[src/cbt_pkg.sv]
// package: bus codes, timing counts and exception vector map
package cbt_pkg;
	localparam int ADDR_W = 32;
	localparam int DATA_W = 32;
	localparam int VEC_W = 8;
	localparam int OFS_W = 10;
	// size code
	localparam logic [1:0] SIZE_LONG = 2'h0;
	localparam logic [1:0] SIZE_BYTE = 2'h1;
	localparam logic [1:0] SIZE_WORD = 2'h2;
	localparam logic [1:0] SIZE_LINE = 2'h3;
	// cycle modifier
	localparam logic [2:0] TM_DATA = 3'h1;
	localparam logic [2:0] TM_CODE = 3'h2;
	// responder timing
	localparam int CLK_HZ = 10000000;
	localparam int BERR_TIMEOUT_US = 8;
	localparam int BERR_TIMEOUT_CYC = BERR_TIMEOUT_US * (CLK_HZ / 1000000);
	localparam int TO_W = 16;
	// exception vectors
	localparam logic [7:0] VEC_RESET_SP = 8'h00;
	localparam logic [7:0] VEC_RESET_PC = 8'h01;
	localparam logic [7:0] VEC_ACCESS_FAULT = 8'h02;
	localparam logic [7:0] VEC_ADDR_ERR = 8'h03;
	localparam logic [7:0] VEC_ILLEGAL = 8'h04;
	localparam logic [7:0] VEC_DIV_ZERO = 8'h05;
	localparam logic [7:0] VEC_BOUNDS_CHECK = 8'h06;
	localparam logic [7:0] VEC_COND_TRAP = 8'h07;
	localparam logic [7:0] VEC_PRIV = 8'h08;
	localparam logic [7:0] VEC_TRACE = 8'h09;
	localparam logic [7:0] VEC_LINE_A = 8'h0A;
	localparam logic [7:0] VEC_LINE_F = 8'h0B;
	localparam logic [7:0] VEC_EMU_IRQ = 8'h0C;
	localparam logic [7:0] VEC_FORMAT_ERR = 8'h0E;
	localparam logic [7:0] VEC_UNINIT_IRQ = 8'h0F;
	localparam logic [7:0] VEC_SPURIOUS = 8'h18;
	localparam logic [7:0] VEC_AUTO_BASE = 8'h18;
	localparam logic [7:0] VEC_TRAP_BASE = 8'h20;
	localparam logic [7:0] VEC_FLOAT_BASE = 8'h30;
	localparam logic [7:0] VEC_UNIMP_EA = 8'h3C;
	localparam logic [7:0] VEC_UNIMP_INT = 8'h3D;
	localparam logic [7:0] VEC_USER_BASE = 8'h40;
	localparam int VEC_USER_COUNT = 192;
	localparam logic [31:0] VBR_RESET = 32'h0000_0000;
	// exception causes presented by the core
	typedef enum logic [4:0] {
		EXC_NONE, EXC_ACCESS_FAULT, EXC_ADDR_ERR, EXC_ILLEGAL, EXC_DIV_ZERO,
		EXC_BOUNDS_CHECK, EXC_COND_TRAP, EXC_PRIV, EXC_TRACE, EXC_LINE_A,
		EXC_LINE_F, EXC_EMU_IRQ, EXC_FORMAT_ERR, EXC_UNINIT_IRQ, EXC_SPURIOUS,
		EXC_AUTOVEC, EXC_TRAP, EXC_FLOAT, EXC_UNIMP_EA, EXC_UNIMP_INT, EXC_USER
	} cbt_exc_type;
	// float_exception_group order
	typedef enum logic [2:0] {
		FLT_UNORDERED, FLT_INEXACT, FLT_DIV_ZERO, FLT_UNDERFLOW,
		FLT_OPERAND, FLT_OVERFLOW, FLT_SIGNALLING_NAN, FLT_UNIMP_TYPE
	} cbt_flt_type;
endpackage : cbt_pkg

[src/cbt_bus_if.sv]
// interface: processor local bus between processor and board termination
`timescale 1ns/10ps
`default_nettype none
interface cbt_bus_if;
	import cbt_pkg::*;
	logic [ADDR_W-1:0] addr;
	logic size_code_bit0;
	logic size_code_bit1;
	logic [2:0] cycle_modifier;
	logic rd_nwr;
	logic addr_strobe_n;
	logic data_strobe_n;
	logic [DATA_W-1:0] wdata;
	logic [DATA_W-1:0] rdata;
	logic transfer_ack_n;
	logic transfer_error_ack_n;
	modport cpu (
		output addr, size_code_bit0, size_code_bit1, cycle_modifier, rd_nwr,
		addr_strobe_n, data_strobe_n, wdata,
		input rdata, transfer_ack_n, transfer_error_ack_n
	);
	modport board (
		input addr, size_code_bit0, size_code_bit1, cycle_modifier, rd_nwr,
		addr_strobe_n, data_strobe_n, wdata,
		output rdata, transfer_ack_n, transfer_error_ack_n
	);
endinterface : cbt_bus_if
`default_nettype wire

[src/cbt_cpu_end.sv]
// processor end: bus master cycle sequencer and exception vector map
`timescale 1ns/10ps
`default_nettype none
module cbt_cpu_end
	import cbt_pkg::*;
(
	input wire logic clk_in,
	input wire logic nrst_in,
	cbt_bus_if.cpu bus,
	input wire logic req_in,
	input wire logic req_write_in,
	input wire logic req_cache_hit_in,
	input wire logic [ADDR_W-1:0] req_addr_in,
	input wire logic [1:0] req_size_in,
	input wire logic [2:0] req_modifier_in,
	input wire logic [DATA_W-1:0] req_wdata_in,
	output logic req_ready_out,
	output logic done_out,
	output logic [DATA_W-1:0] rdata_out,
	output logic retry_out,
	input wire logic exc_in,
	input wire cbt_exc_type exc_cause_in,
	input wire logic [3:0] exc_index_in,
	input wire logic [7:0] exc_user_vec_in,
	input wire logic [ADDR_W-1:0] vbr_in,
	output logic exc_out,
	output logic [VEC_W-1:0] exc_vector_out,
	output logic [ADDR_W-1:0] exc_vec_addr_out
);

	////////////////////////////////////////////////////////////////////////
	// vector map
	function automatic logic [VEC_W-1:0] vec_of(input cbt_exc_type c, input logic [3:0] idx, input logic [7:0] uv);
		logic [VEC_W-1:0] v;
		v = VEC_ILLEGAL;
		unique case (c)
			// reset entries: index 0 stack pointer, index 1 program counter
			EXC_NONE: v = idx[0] ? VEC_RESET_PC : VEC_RESET_SP;
			EXC_ACCESS_FAULT: v = VEC_ACCESS_FAULT;
			EXC_ADDR_ERR: v = VEC_ADDR_ERR;
			EXC_ILLEGAL: v = VEC_ILLEGAL;
			EXC_DIV_ZERO: v = VEC_DIV_ZERO;
			EXC_BOUNDS_CHECK: v = VEC_BOUNDS_CHECK;
			EXC_COND_TRAP: v = VEC_COND_TRAP;
			EXC_PRIV: v = VEC_PRIV;
			EXC_TRACE: v = VEC_TRACE;
			EXC_LINE_A: v = VEC_LINE_A;
			EXC_LINE_F: v = VEC_LINE_F;
			EXC_EMU_IRQ: v = VEC_EMU_IRQ;
			EXC_FORMAT_ERR: v = VEC_FORMAT_ERR;
			EXC_UNINIT_IRQ: v = VEC_UNINIT_IRQ;
			EXC_SPURIOUS: v = VEC_SPURIOUS;
			// level 0 has no autovector; maps to spurious
			EXC_AUTOVEC: v = VEC_AUTO_BASE + {5'h00, idx[2:0]};
			EXC_TRAP: v = VEC_TRAP_BASE + {4'h0, idx};
			EXC_FLOAT: v = VEC_FLOAT_BASE + {5'h00, idx[2:0]};
			EXC_UNIMP_EA: v = VEC_UNIMP_EA;
			EXC_UNIMP_INT: v = VEC_UNIMP_INT;
			EXC_USER: v = uv[7:6] == 2'h0 ? VEC_USER_BASE : uv;
			default: v = VEC_ILLEGAL;
		endcase
		return v;
	endfunction : vec_of

	function automatic logic [ADDR_W-1:0] vec_addr(input logic [ADDR_W-1:0] base, input logic [VEC_W-1:0] v);
		return base + {22'h000000, v, 2'h0};
	endfunction : vec_addr

	////////////////////////////////////////////////////////////////////////
	// bus cycle sequencer
	typedef enum logic [1:0] {CPU_IDLE, CPU_ADDR, CPU_WAIT} cbt_cpu_state_type;
	cbt_cpu_state_type state_ff, nxt_state;
	logic [ADDR_W-1:0] addr_ff;
	logic [1:0] size_ff;
	logic [2:0] tm_ff;
	logic wr_ff;
	logic [DATA_W-1:0] wdata_ff;
	logic [DATA_W-1:0] rdata_ff;
	logic done_ff;
	logic retry_ff;
	logic exc_ff;
	logic [VEC_W-1:0] vec_ff;
	logic [ADDR_W-1:0] vaddr_ff;
	logic ack_seen;
	logic err_seen;
	logic start;
	logic good_end;
	logic retry_end;
	logic fault_end;
	logic [VEC_W-1:0] req_vec;

	assign ack_seen = !bus.transfer_ack_n;
	assign err_seen = !bus.transfer_error_ack_n;
	assign good_end = state_ff == CPU_WAIT && ack_seen && !err_seen;
	assign retry_end = state_ff == CPU_WAIT && ack_seen && err_seen;
	assign fault_end = state_ff == CPU_WAIT && err_seen && !ack_seen;
	assign req_vec = vec_of(exc_cause_in, exc_index_in, exc_user_vec_in);
	// cache hits never leave the processor as strobed cycles
	assign start = req_in && req_ready_out && !req_cache_hit_in;
	assign req_ready_out = state_ff == CPU_IDLE;

	always_comb begin
		nxt_state = state_ff;
		unique case (state_ff)
			CPU_IDLE: if (start) nxt_state = CPU_ADDR;
			CPU_ADDR: nxt_state = CPU_WAIT;
			CPU_WAIT: begin
				// retry keeps the latched address and strobes it again
				if (ack_seen && err_seen) nxt_state = CPU_ADDR;
				else if (ack_seen || err_seen) nxt_state = CPU_IDLE;
			end
			default: nxt_state = CPU_IDLE;
		endcase
	end

	always_ff @(posedge clk_in) begin
		if (!nrst_in) state_ff <= CPU_IDLE;
		else state_ff <= nxt_state;
	end

	// address, size and modifier follow every request, hit or miss
	always_ff @(posedge clk_in) begin
		if (!nrst_in) begin
			addr_ff <= 32'h0000_0000;
			size_ff <= SIZE_LONG;
			tm_ff <= TM_DATA;
			wr_ff <= 1'h0;
			wdata_ff <= 32'h0000_0000;
		end else if (req_in && req_ready_out) begin
			addr_ff <= req_addr_in;
			size_ff <= req_size_in;
			tm_ff <= req_modifier_in;
			wr_ff <= req_write_in;
			wdata_ff <= req_wdata_in;
		end
	end

	assign bus.addr = addr_ff;
	assign bus.size_code_bit0 = size_ff[0];
	assign bus.size_code_bit1 = size_ff[1];
	assign bus.cycle_modifier = tm_ff;
	assign bus.rd_nwr = !wr_ff;
	assign bus.wdata = wdata_ff;
	assign bus.addr_strobe_n = !(state_ff == CPU_ADDR);
	assign bus.data_strobe_n = state_ff == CPU_IDLE;

	////////////////////////////////////////////////////////////////////////
	// cycle results
	always_ff @(posedge clk_in) begin
		if (!nrst_in) begin
			done_ff <= 1'h0;
			retry_ff <= 1'h0;
		end else begin
			done_ff <= good_end;
			retry_ff <= retry_end;
		end
	end

	// read data is taken only from a clean acknowledge of a read
	always_ff @(posedge clk_in) begin
		if (!nrst_in) rdata_ff <= 32'h0000_0000;
		else if (good_end && !wr_ff) rdata_ff <= bus.rdata;
	end

	////////////////////////////////////////////////////////////////////////
	// exception: bus error alone raises an access fault
	always_ff @(posedge clk_in) begin
		if (!nrst_in) begin
			exc_ff <= 1'h0;
			vec_ff <= VEC_RESET_SP;
			vaddr_ff <= VBR_RESET;
		end else if (fault_end) begin
			exc_ff <= 1'h1;
			vec_ff <= VEC_ACCESS_FAULT;
			vaddr_ff <= vec_addr(vbr_in, VEC_ACCESS_FAULT);
		end else if (exc_in) begin
			exc_ff <= 1'h1;
			vec_ff <= req_vec;
			vaddr_ff <= vec_addr(vbr_in, req_vec);
		end else begin
			exc_ff <= 1'h0;
		end
	end

	////////////////////////////////////////////////////////////////////////
	// outputs
	assign done_out = done_ff;
	assign retry_out = retry_ff;
	assign rdata_out = rdata_ff;
	assign exc_out = exc_ff;
	assign exc_vector_out = vec_ff;
	assign exc_vec_addr_out = vaddr_ff;
endmodule : cbt_cpu_end
`default_nettype wire

[src/flat_wrapper.sv]
// flat-port wrapper written by rule: the top's interface ports become plain ports
module cbt_cpu_end_flat import cbt_pkg::*;
  (clk_in, nrst_in, req_in, req_write_in, req_cache_hit_in, req_addr_in, req_size_in, req_modifier_in, req_wdata_in, req_ready_out, done_out, rdata_out, retry_out, exc_in, exc_cause_in, exc_index_in, exc_user_vec_in, vbr_in, exc_out, exc_vector_out, exc_vec_addr_out, bus_addr, bus_size_code_bit0, bus_size_code_bit1, bus_cycle_modifier, bus_rd_nwr, bus_addr_strobe_n, bus_data_strobe_n, bus_wdata, bus_rdata, bus_transfer_ack_n, bus_transfer_error_ack_n);
  cbt_bus_if bus_i ();
  input wire logic clk_in;
  input wire logic nrst_in;
  input wire logic req_in;
  input wire logic req_write_in;
  input wire logic req_cache_hit_in;
  input wire logic [ADDR_W-1:0] req_addr_in;
  input wire logic [1:0] req_size_in;
  input wire logic [2:0] req_modifier_in;
  input wire logic [DATA_W-1:0] req_wdata_in;
  output logic req_ready_out;
  output logic done_out;
  output logic [DATA_W-1:0] rdata_out;
  output logic retry_out;
  input wire logic exc_in;
  input wire cbt_exc_type exc_cause_in;
  input wire logic [3:0] exc_index_in;
  input wire logic [7:0] exc_user_vec_in;
  input wire logic [ADDR_W-1:0] vbr_in;
  output logic exc_out;
  output logic [VEC_W-1:0] exc_vector_out;
  output logic [ADDR_W-1:0] exc_vec_addr_out;
  output wire logic [$bits(bus_i.addr)-1:0] bus_addr;
  output wire logic [$bits(bus_i.size_code_bit0)-1:0] bus_size_code_bit0;
  output wire logic [$bits(bus_i.size_code_bit1)-1:0] bus_size_code_bit1;
  output wire logic [$bits(bus_i.cycle_modifier)-1:0] bus_cycle_modifier;
  output wire logic [$bits(bus_i.rd_nwr)-1:0] bus_rd_nwr;
  output wire logic [$bits(bus_i.addr_strobe_n)-1:0] bus_addr_strobe_n;
  output wire logic [$bits(bus_i.data_strobe_n)-1:0] bus_data_strobe_n;
  output wire logic [$bits(bus_i.wdata)-1:0] bus_wdata;
  input wire logic [$bits(bus_i.rdata)-1:0] bus_rdata;
  input wire logic [$bits(bus_i.transfer_ack_n)-1:0] bus_transfer_ack_n;
  input wire logic [$bits(bus_i.transfer_error_ack_n)-1:0] bus_transfer_error_ack_n;
  assign bus_addr = bus_i.addr;
  assign bus_size_code_bit0 = bus_i.size_code_bit0;
  assign bus_size_code_bit1 = bus_i.size_code_bit1;
  assign bus_cycle_modifier = bus_i.cycle_modifier;
  assign bus_rd_nwr = bus_i.rd_nwr;
  assign bus_addr_strobe_n = bus_i.addr_strobe_n;
  assign bus_data_strobe_n = bus_i.data_strobe_n;
  assign bus_wdata = bus_i.wdata;
  assign bus_i.rdata = bus_rdata;
  assign bus_i.transfer_ack_n = bus_transfer_ack_n;
  assign bus_i.transfer_error_ack_n = bus_transfer_error_ack_n;
  cbt_cpu_end u_core (.clk_in(clk_in), .nrst_in(nrst_in), .bus(bus_i), .req_in(req_in), .req_write_in(req_write_in), .req_cache_hit_in(req_cache_hit_in), .req_addr_in(req_addr_in), .req_size_in(req_size_in), .req_modifier_in(req_modifier_in), .req_wdata_in(req_wdata_in), .req_ready_out(req_ready_out), .done_out(done_out), .rdata_out(rdata_out), .retry_out(retry_out), .exc_in(exc_in), .exc_cause_in(exc_cause_in), .exc_index_in(exc_index_in), .exc_user_vec_in(exc_user_vec_in), .vbr_in(vbr_in), .exc_out(exc_out), .exc_vector_out(exc_vector_out), .exc_vec_addr_out(exc_vec_addr_out));
endmodule
[config.mk]
export PLATFORM = sky130hd
export DESIGN_NAME = cbt_cpu_end_flat
export DESIGN_NICKNAME = d
export VERILOG_FILES = /design/src/cbt_pkg.sv /design/src/cbt_bus_if.sv /design/src/cbt_cpu_end.sv /design/src/flat_wrapper.sv
export SDC_FILE = /design/constraint.sdc
export NUM_CORES = 1
export LEC_CHECK = 0
export ABC_AREA = 1
export ABC_CLOCK_PERIOD_IN_PS = 2800
export BUFFER_PORTS_ARGS = -buffer_cell sky130_fd_sc_hd__buf_4
export CAP_MARGIN = 15
export CORE_UTILIZATION = 43
export DETAILED_ROUTE_END_ITERATION = 6
export PLACE_DENSITY = 0.82
export SLEW_MARGIN = 20
export SYNTH_ARGS = -nofsm -noshare
export SYNTH_HDL_FRONTEND = slang
export SYNTH_SLANG_ARGS = --single-unit
[constraint.sdc]
create_clock -name clk_in -period 2.8 [get_ports clk_in]
set_input_delay 0.42 -clock clk_in [delete_from_list [all_inputs] [get_ports clk_in]]
set_output_delay 0.42 -clock clk_in [all_outputs]
set_load 0.01 [all_outputs]
Word-level counts from Yosys, hierarchy flattened
Index checks and enable logic that the tools add are counted.
- $add $sub $neg: 5
- equal/unequal tests: 23
- mux-type cells: 13
- bitwise operators: 1
- reduce and logical (&&, ||, !) cells: 21
- operators by type and width (operator ; count):
    8-bit case mux with 20 select lines ; 1
    32-bit 2-to-1 mux ; 2
    5-bit by 4-bit equality test with 1-bit output (second input constant) ; 8
    32-bit by 10-bit adder with 32-bit output ; 1
    32-bit by 4-bit adder with 32-bit output (second input constant) ; 1
    5-bit equality test (second input constant) ; 5
    5-bit by 3-bit equality test with 1-bit output (second input constant) ; 4
    2-bit 2-to-1 mux ; 5
    1-bit logical AND ; 9
    8-bit 2-to-1 mux ; 1
    6-bit by 3-bit adder with 7-bit output (first input constant) ; 1
    6-bit by 4-bit adder with 7-bit output (first input constant) ; 1
    5-bit by 3-bit adder with 6-bit output (first input constant) ; 1
    2-bit case mux with 3 select lines ; 1
    5-bit by 1-bit equality test with 1-bit output (second input constant) ; 1
    5-bit by 2-bit equality test with 1-bit output (second input constant) ; 1
    1-bit logical NOT ; 5
    5-bit logical NOT ; 1
    2-bit logical NOT ; 2
    1-bit 2-to-1 mux ; 3
    3-bit inequality test (second input constant) ; 1
    2-bit by 1-bit equality test with 1-bit output (second input constant) ; 1
    2-bit equality test (second input constant) ; 1
    2-bit inequality test (second input constant) ; 1
    other kinds (5) ; 5
- bits in registers: 147
- input port bits: 158
- output and inout port bits: 148
- word-level logic and storage cells: 76

Longest topological paths before layout
Gate-level depths: netlist (run 1).
- depth after elaboration: 6
- depth in mapped cells: 23

Worst setup path before layout (run 1)
No wires, ideal clock.
- path kind: in2reg
- start: input port exc_cause_in[1]
- end: register u_core.vaddr_ff[22], in the netlist u_core.exc_vec_addr_out[22]
- library setup time: 0.109 ns
- arrival: 2.663 ns
- data required time: 2.691 ns
- path slack: 0.028 ns
- stages: 20
- path through: nor2_1 > inv_1 > nor2_1 > inv_1 > o21ai_0 > nand2_1 > nand4_1 > ha_1 > inv_1 > fa_1 > o21ai_2 > nand2_1 > nand3_1 > nand2_1 > inv_2 > nand2_1 > nand2_1 > nand3_1 > nand2_1 > inv_1
- cells in the longest elaborated chain, start to end: 5
- ends and longest elaborated chain (item ; line ; text):
    start, declared ; flat_wrapper.sv:19 ; input wire cbt_exc_type exc_cause_in;
    5-bit equality test (tied with other cells) ; cbt_cpu_end.sv:36 ; unique case (c)
    8-bit case mux with 20 select lines (*) ; cbt_cpu_end.sv:36 ;
    net u_core.req_vec[0] ; cbt_cpu_end.sv:90 ; logic [VEC_W-1:0] req_vec;
    32-bit by 10-bit adder with 32-bit output (*) ; cbt_cpu_end.sv:66 ; return base + {22'h000000, v, 2'h0};
    32-bit 2-to-1 mux (*) ; cbt_cpu_end.sv:176 ; end else if (exc_in) begin
    32-bit 2-to-1 mux (*) ; cbt_cpu_end.sv:172 ; end else if (fault_end) begin
    end signal, assigned ; cbt_cpu_end.sv:175 ; vaddr_ff <= vec_addr(vbr_in, VEC_ACCESS_FAULT);
    end signal, assigned ; cbt_cpu_end.sv:179 ; vaddr_ff <= vec_addr(vbr_in, req_vec);
    end, declared ; cbt_cpu_end.sv:83 ; logic [ADDR_W-1:0] vaddr_ff;
Mark *: on every way through the listed nets, which the timed path passes. The rest lies on a longest branch. The select of a mux whose other input is x is not followed.
A chain may end at the register's enable or synchronous reset.

Worst setup path after layout (run 1)
- start: input port exc_cause_in[0]
- end: register u_core.vaddr_ff[28], in the netlist u_core.exc_vec_addr_out[28]
- cells in the longest elaborated chain, start to end: 5
- ends and longest elaborated chain (item ; line):
    5-bit equality test (tied with other cells) ; cbt_cpu_end.sv:36
    8-bit case mux with 20 select lines (*) ; cbt_cpu_end.sv:36
    32-bit by 10-bit adder with 32-bit output (*) ; cbt_cpu_end.sv:66
    32-bit 2-to-1 mux (*) ; cbt_cpu_end.sv:176
    32-bit 2-to-1 mux (*) ; cbt_cpu_end.sv:172
Every way passes the cells marked *; elsewhere a longest branch is shown, timed or not. The select of a mux whose other input is x is not followed.

==> impl_metrics.tcl, run 1 <==
set metrics [dict create \
    fin_crit_ns 2.54 \
    grtUsageMet3_pct 6.44 \
    worstMarginPinSlew_ns 0.661 \
    first_iter_violations 523 \
    yosysMostFrequentCell "nor2_1" \
    cts_made_buffers 17 \
    layout-drive-gt1-share_pct 29.5 \
    busiest_layer "met2" \
    yosysTopAreaCellShare_pct 42.1 \
    cts_tree "yes" \
    synth-simple-area-share_pct 29.0 \
    crit_arrival_ns 2.86 \
    vdd_ir_drop_max_v 0.000406 \
    die_width_um 130 \
    synthTopCellsByArea "dfxtp_1 (42%), nor2_1 (12%), o21ai_0 (10%), nand2_1 (9.0%), inv_1 (6.3%)" \
    n_antenna_cell 0 \
    syn_to_final_growth_pct 46.9 \
    overflow 0 \
    drtAntennaViolNets 0 \
    hpwl_mm 17.1 \
    cap_violations 0 \
    min_path_type "input pin to register" \
    fin_setup_tns_ns 0 \
    holdBufCountCts 0 \
    wl_per_cell_um 14.4 \
    p_per_area_nw_per_um2 586 \
    syn_avg_cell_area_um2 6.72 \
    crit_top_cell "nand2_1" \
    setup_violations 0 \
    reg2reg_from "u_core.state_ff[1]" \
    cts.sinks 147 \
    ys.flop_type "dfxtp_1" \
    syn-instance-count 1041 \
    synth_cell_types 40 \
    critPathKind "input pin to register" \
    hp-start "req_modifier_in[0]" \
    synthMuxAreaShare_pct 0 \
    required_ns 3.12 \
    netlist_area_um2 6990 \
    place_congestion 0.916 \
    die_y_um 130 \
    layout.nets 1524 \
    max_stage_delay_ns 0.42 \
    dp.cells 1553 \
    drtPass1Iterations 5 \
    rsz0062_at_grt "no" \
    cp_max_fo 5 \
    fmax_mhz 393 \
    h-tree-depth 4 \
    clock_path_buffers 2 \
    use_met2_pct 45.3 \
    synth_common_cells "nor2_1 (232), nand2_1 (167), dfxtp_1 (147)" \
    skew_ns 0.00752 \
    clockRootBuffer "clkbuf_16" \
    grt_pass1_vias 7152 \
    synth_top_family_by_area "simple AND/OR/NAND/NOR gates" \
    grt_use_met1_pct 32.6 \
    vias 7897 \
    cts.clk_slew.worst_paths_ns 0.06 \
    row_count 46 \
    cp-startpoint "exc_cause_in[0]" \
    grt_usage_pct 26.5 \
    power_mw 6.01 \
    start_kind "input pin" \
    cp.depth 19 \
    end_kind "register" \
    path_delay_family "simple AND/OR/NAND/NOR gates" \
    io_buffers 305 \
    initial_core_util_pct 44.0 \
    relSlewSlack_pct 55.8 \
    slew_viol_final 0 \
    die-area_um2 16800 \
    wirelength_mm 22.9 \
    core_um2 15900 \
    synth_edf_count 0 \
    synth-seq-cells 147 \
    worstSkewPairLatency_ns 0.42 \
    finalHoldViolations 0 \
    synth_area_leader_cell "dfxtp_1" \
    drc 0 \
    synth-seq-area-share_pct 42.1 \
    path_cells "buf_4 > buf_4 > nor2_1 > nand2_1 > nand2_2 > o21ai_0 > and3_1 > nand3_1 > inv_1 > fa_1 > o21ai_2 > nand2_1 > nand3_1 > buf_4 > nand4_1 > nand2_1 > nand2_1 > nor2_1 > nor2_1" \
    synth-xor-area-share_pct 1.00 \
    holdPathStages 3 \
    reg2reg_depth 8 \
    grt_max_degree 128 \
    grt_pass1_wl_mm 34.8 \
    synth-adder-area-share_pct 1.90 \
    pin_count 306 \
    p_leak_nw 5.13 \
    layout.cells.non_filler 1585 \
    antenna_found_initial 0 \
    fin_crit_sh_pct 90.9 \
    synth_compound_area_share_pct 16.6 \
    ys_warn_count 0 \
    cp_num_buf_inv 4 \
    status "finished, final reports clean" \
    via_per_inst 4.98 \
    async_flop_share_pct 0 \
    slowest_stage "fa_1" \
    synthesis.nets 1209 \
]
[what timing repair did]
action,4_1_cts,5_1_grt
endpoints found under the setup margin,0,17
setup buffers,0,0
hold endpoints to repair,0,0
gates resized for setup,0,13
[logic make-up after synthesis]
| group | count (synthesis) |
|---|---|
| xor gates and xnor gates | 8 |
| adders and majority gates | 10 |
| DFF | 147 |
| and+or+nand+nor | 487 |
| AOI/OAI and AO/OA | 221 |
| buffers and inverters | 168 |
[worst paths after layout]
check | end | slack (ns)
setup reg to reg | u_core.exc_vec_addr_out[4] | 0.61
hold / removal | u_core.bus.cycle_modifier[0] | 0.20
setup / recovery | u_core.exc_vec_addr_out[28] | 0.26
hold reg to reg | u_core.rdata_out[14] | 0.45
[per-stage QoR]
step,utilization (%),cell area (µm²),hold slack (ns),worst slack (ns)
floorplan,-,6990,0.468,0.0279
global placement,60.8,9660,0.432,-0.162
detailed placement,60.8,9660,0.437,-0.292
CTS,64.4,10200,0.184,0.147
global route,64.6,10300,0.199,0.00159
finish,64.6,10300,0.199,0.255
[routing by layer]
| metal | up-vias | routed length (µm) | share of wire, % |
|---|---|---|---|
| met4 | 0 | 466 | 2.0 |
| met3 | 40 | 1830 | 8.0 |
| met2 | 327 | 11000 | 48 |
| li1 | 3966 | - | - |
| met1 | 3564 | 9570 | 42 |
| met5 | - | 0 | 0 |
[cell type report]
| cell class | instances | area, µm² |
|---|---|---|
| Clock buffer | 21 | 470 |
| Clock inverter | 11 | 101 |
| Fill cell | 1420 | 5620 |
| Inverter | 121 | 457 |
| Multi-Input combinational cell | 726 | 3420 |
| Sequential cell | 147 | 2940 |
| Tap cell | 216 | 270 |
| Timing Repair Buffer | 343 | 2600 |
[worst min-delay path: stages]
cell and delay, ns:
buf_4 0.07, nand2_1 0.04, nand3_1 0.05
[power breakdown]
| group | switching, mW | internal [mW] | leakage [nW] | total, mW |
|---|---|---|---|---|
| Combinational | 0.746 | 0.652 | 3.64 | 1.40 |
| Sequential | 0.107 | 2.29 | 1.21 | 2.40 |
| Clock | 0.920 | 1.29 | 0.272 | 2.22 |
| Total | 1.77 | 4.24 | 5.13 | 6.01 |
[placed cells by master, fill, tap and decap left out, drive strengths merged]
| master | instances |
|---|---|
| buf | 343 |
| nor2 | 237 |
| nand2 | 171 |
| dfxtp | 147 |
| o21ai | 146 |
| inv | 123 |
| a21oi | 60 |
| nand3 | 41 |
| clkbuf | 21 |
| nand4 | 20 |
| ha | 9 |
| xor2 | 8 |
| nor3 | 8 |
| a31oi | 4 |
| clkinvlp | 4 |
| clkinv | 4 |
| nand3b | 3 |
| o211ai | 3 |
| o21bai | 3 |
| and3 | 2 |
| and2 | 2 |
| or2 | 2 |
| o22ai | 1 |
| o2111ai | 1 |
| o2111a | 1 |
| nor4 | 1 |
| a22o | 1 |
| o221ai | 1 |
| fa | 1 |
| bufinv | 1 |
[registers in the layout (all words and copies together) (netlist names)]
signal                     count
u_core.bus.addr               32
u_core.bus.cycle_modifier      3
u_core.bus.wdata              32
u_core.done_out                1
u_core.exc_out                 1
u_core.exc_vec_addr_out       32
u_core.exc_vector_out          8
u_core.rdata_out              32
u_core.retry_out               1
u_core.size_ff                 2
u_core.state_ff                2
u_core.wr_ff                   1
No activity file was read; power rests on OpenSTA's default activity.
==> inputs of run 2 (changes only) <==
ABC_AREA = unset   (was 1)
CORE_UTILIZATION = 42   (was 43)
==> impl_metrics.tcl, run 2 <==
set metrics [dict create \
    status "finished with violations" \
    failed_checks "DRC" \
    ys.flop_type "dfxtp_1" \
    grt_max_degree 71 \
    nFillCells 1213 \
    holdBufCountCts 0 \
    seq_area_um2 2940 \
    cts.sinks 147 \
    wirelength_mm 21.1 \
    layout_common_cells "buf_4 (346), nand2_1 (234), dfxtp_1 (147)" \
    critPathKind "input pin to register" \
    setup_ws_ns 0.0512 \
    via_per_inst 5.23 \
    layout_commonest_cell "buf_4" \
    die_y_um 125 \
    layout.cells.non_filler 1320 \
    layout.nets 1291 \
    hpwl_mm 15.2 \
    synth-simple-area-share_pct 20.5 \
    drtAntennaViolNets 0 \
    layout-drive-gt1-share_pct 37.4 \
    start_kind "input pin" \
    cts_tree "yes" \
    yosysMostFrequentCell "nand2_1" \
    place_area_um2 9160 \
    dp_slack_ns -0.420 \
    end_kind "register" \
    power_mw 5.39 \
    synth-adder-area-share_pct 2.07 \
    cp.depth 17 \
    synth_top_family_by_area "compound AO/OA/AOI/OAI gates" \
    path_cells "buf_4 > a21boi_2 > mux2_4 > a21oi_2 > o32ai_2 > a21boi_2 > inv_1 > ha_4 > buf_4 > o211ai_1 > o21ai_2 > o2111ai_2 > buf_6 > buf_12 > a211oi_4 > xnor2_1 > a21oi_1" \
    fmax_mhz 364 \
    synth-xor-area-share_pct 4.24 \
    synth_edf_count 0 \
    synth_cell_types 61 \
    h-tree-depth 4 \
    yosysTopAreaCellShare_pct 45.9 \
    cts.clk_slew.worst_paths_ns 0.06 \
    grt_usage_pct 26.1 \
    die-area_um2 15700 \
    cap_violations 0 \
    drtPass1Iterations 7 \
    first_iter_violations 485 \
    clockRootBuffer "clkbuf_16" \
    max_stage_delay_ns 0.27 \
    vdd_ir_drop_max_v 0.000363 \
    slew_viol_final 0 \
    cp_num_buf_inv 5 \
    synth-seq-area-share_pct 45.9 \
    synth-seq-cells 147 \
    fin_crit_ns 2.75 \
    synth_common_cells "nand2_1 (235), dfxtp_1 (147), a21oi_1 (140)" \
    vias 6910 \
    row_count 44 \
    place_congestion 0.882 \
    utilization_pct 67.2 \
    p_leak_nw 4.33 \
    slowest_stage "ha_4" \
    worstMarginPinSlew_ns 0.642 \
    overflow 0 \
    clock_path_buffers 2 \
    dp.cells 1286 \
    skew_ns 0.00632 \
    io_buffers 305 \
    netlist_area_um2 6400 \
    synthTopCellsByArea "dfxtp_1 (46%), nand2_1 (14%), a21oi_1 (11%), xnor2_1 (3.7%), clkbuf_1 (3.1%)" \
    synth_area_leader_cell "dfxtp_1" \
    antenna_found_initial 0 \
    n_antenna_cell 0 \
    reg2reg_depth 6 \
    pin_count 306 \
    die_width_um 125 \
    final_area_um2 9880 \
    synth_compound_area_share_pct 21.0 \
    synthMuxAreaShare_pct 1.43 \
    min_path_type "input pin to register" \
    syn_avg_cell_area_um2 7.93 \
    initial_core_util_pct 43.6 \
    async_flop_share_pct 0 \
    holdPathStages 2 \
    finalHoldViolations 0 \
    drc 24 \
    synthesis.nets 976 \
    syn-instance-count 808 \
    p_per_area_nw_per_um2 546 \
    path_delay_family "compound AO/OA/AOI/OAI gates" \
    fin_crit_sh_pct 98.2 \
    cts_made_buffers 17 \
    wl_per_cell_um 16.0 \
    required_ns 3.09 \
    multi_input_area_um2 3340 \
    relSlewSlack_pct 57.2 \
    ys_warn_count 0 \
    grt_pass1_vias 6431 \
    cp_max_fo 10 \
    setup_violations 0 \
    crit_arrival_ns 3.04 \
    syn_to_final_growth_pct 54.2 \
    core_um2 14700 \
    worstSkewPairLatency_ns 0.42 \
    grt_pass1_wl_mm 32.6 \
]
run 2: layout make-up:
| cell class | instances | share of cell area [%] |
|---|---|---|
| Multi-Input combinational cell | 586 | 33.8 |
| Sequential cell | 147 | 29.8 |
| Timing Repair Buffer | 355 | 27.8 |
| Clock buffer | 18 | 4.34 |
| Tap cell | 184 | 2.33 |
| Clock inverter | 14 | 1.37 |
| Inverter | 16 | 0.646 |
run 2: logic make-up (layout without fill, tap and decap cells):
logic type / count (synthesis) / after routing
buffers and inverters: 75 / 403
DFF: 147 / 147
xor gates and xnor gates: 31 / 31
AOI/OAI and AO/OA: 225 / 225
and+or+nand+nor: 311 / 311
adders and majority gates: 10 / 10
muxes: 9 / 9
run 2: path summary, 6_finish.rpt:
kind,from,end,slack [ns]
worst max register to register,u_core.state_ff[1],u_core.exc_vec_addr_out[17],0.71
worst min-delay path,bus_transfer_error_ack_n,u_core.retry_out,0.20
worst max-delay path,exc_cause_in[3],u_core.exc_vec_addr_out[25],0.05
worst min register to register,u_core.bus.wdata[1],u_core.bus.wdata[1],0.45
run 2: timing repair:
action                                  in CTS  in global routing
gates cloned                                 0                  0
endpoints found under the setup margin       1                 23
setup buffers                                0                  2
gates resized for setup                      0                 29
pin swaps                                    1                 15
run 2: worst register-to-register path, delay by kind of cell, from the launching register on:
| kind | cells | cell delay [ns] |
|---|---|---|
| AND/OR/NAND/NOR | 1 | 0.43 |
| buffers and inverters | 1 | 0.25 |
| flip-flops | 1 | 0.42 |
| XOR/XNOR | 1 | 0.14 |
| AO/OA/AOI/OAI | 3 | 0.74 |
run 2: per-layer routing:
layer	global-route usage [%]	share of wire, %
met5	0	0
met4	11.0	3.0
met3	7.96	7.2
met2	45.0	50
met1	29.8	40
run 2: metrics by stage:
| step | TNS [ns] | hold WS [ns] |
|---|---|---|
| 5_1_grt | -0.142 | 0.190 |
| 3_3_place_gp | -5.80 | 0.442 |
| 2_1_floorplan | -2.89 | 0.459 |
| 6_report | 0 | 0.205 |
| 4_1_cts | 0 | 0.194 |
| 3_5_place_dp | -8.03 | 0.447 |
run 2: power by group:
| group | total (mW) | switching (mW) | internal (mW) |
|---|---|---|---|
| clock | 2.16 | 0.989 | 1.18 |
| sequential | 2.27 | 0.0612 | 2.20 |
| combinational | 0.961 | 0.470 | 0.491 |
| total | 5.39 | 1.52 | 3.87 |
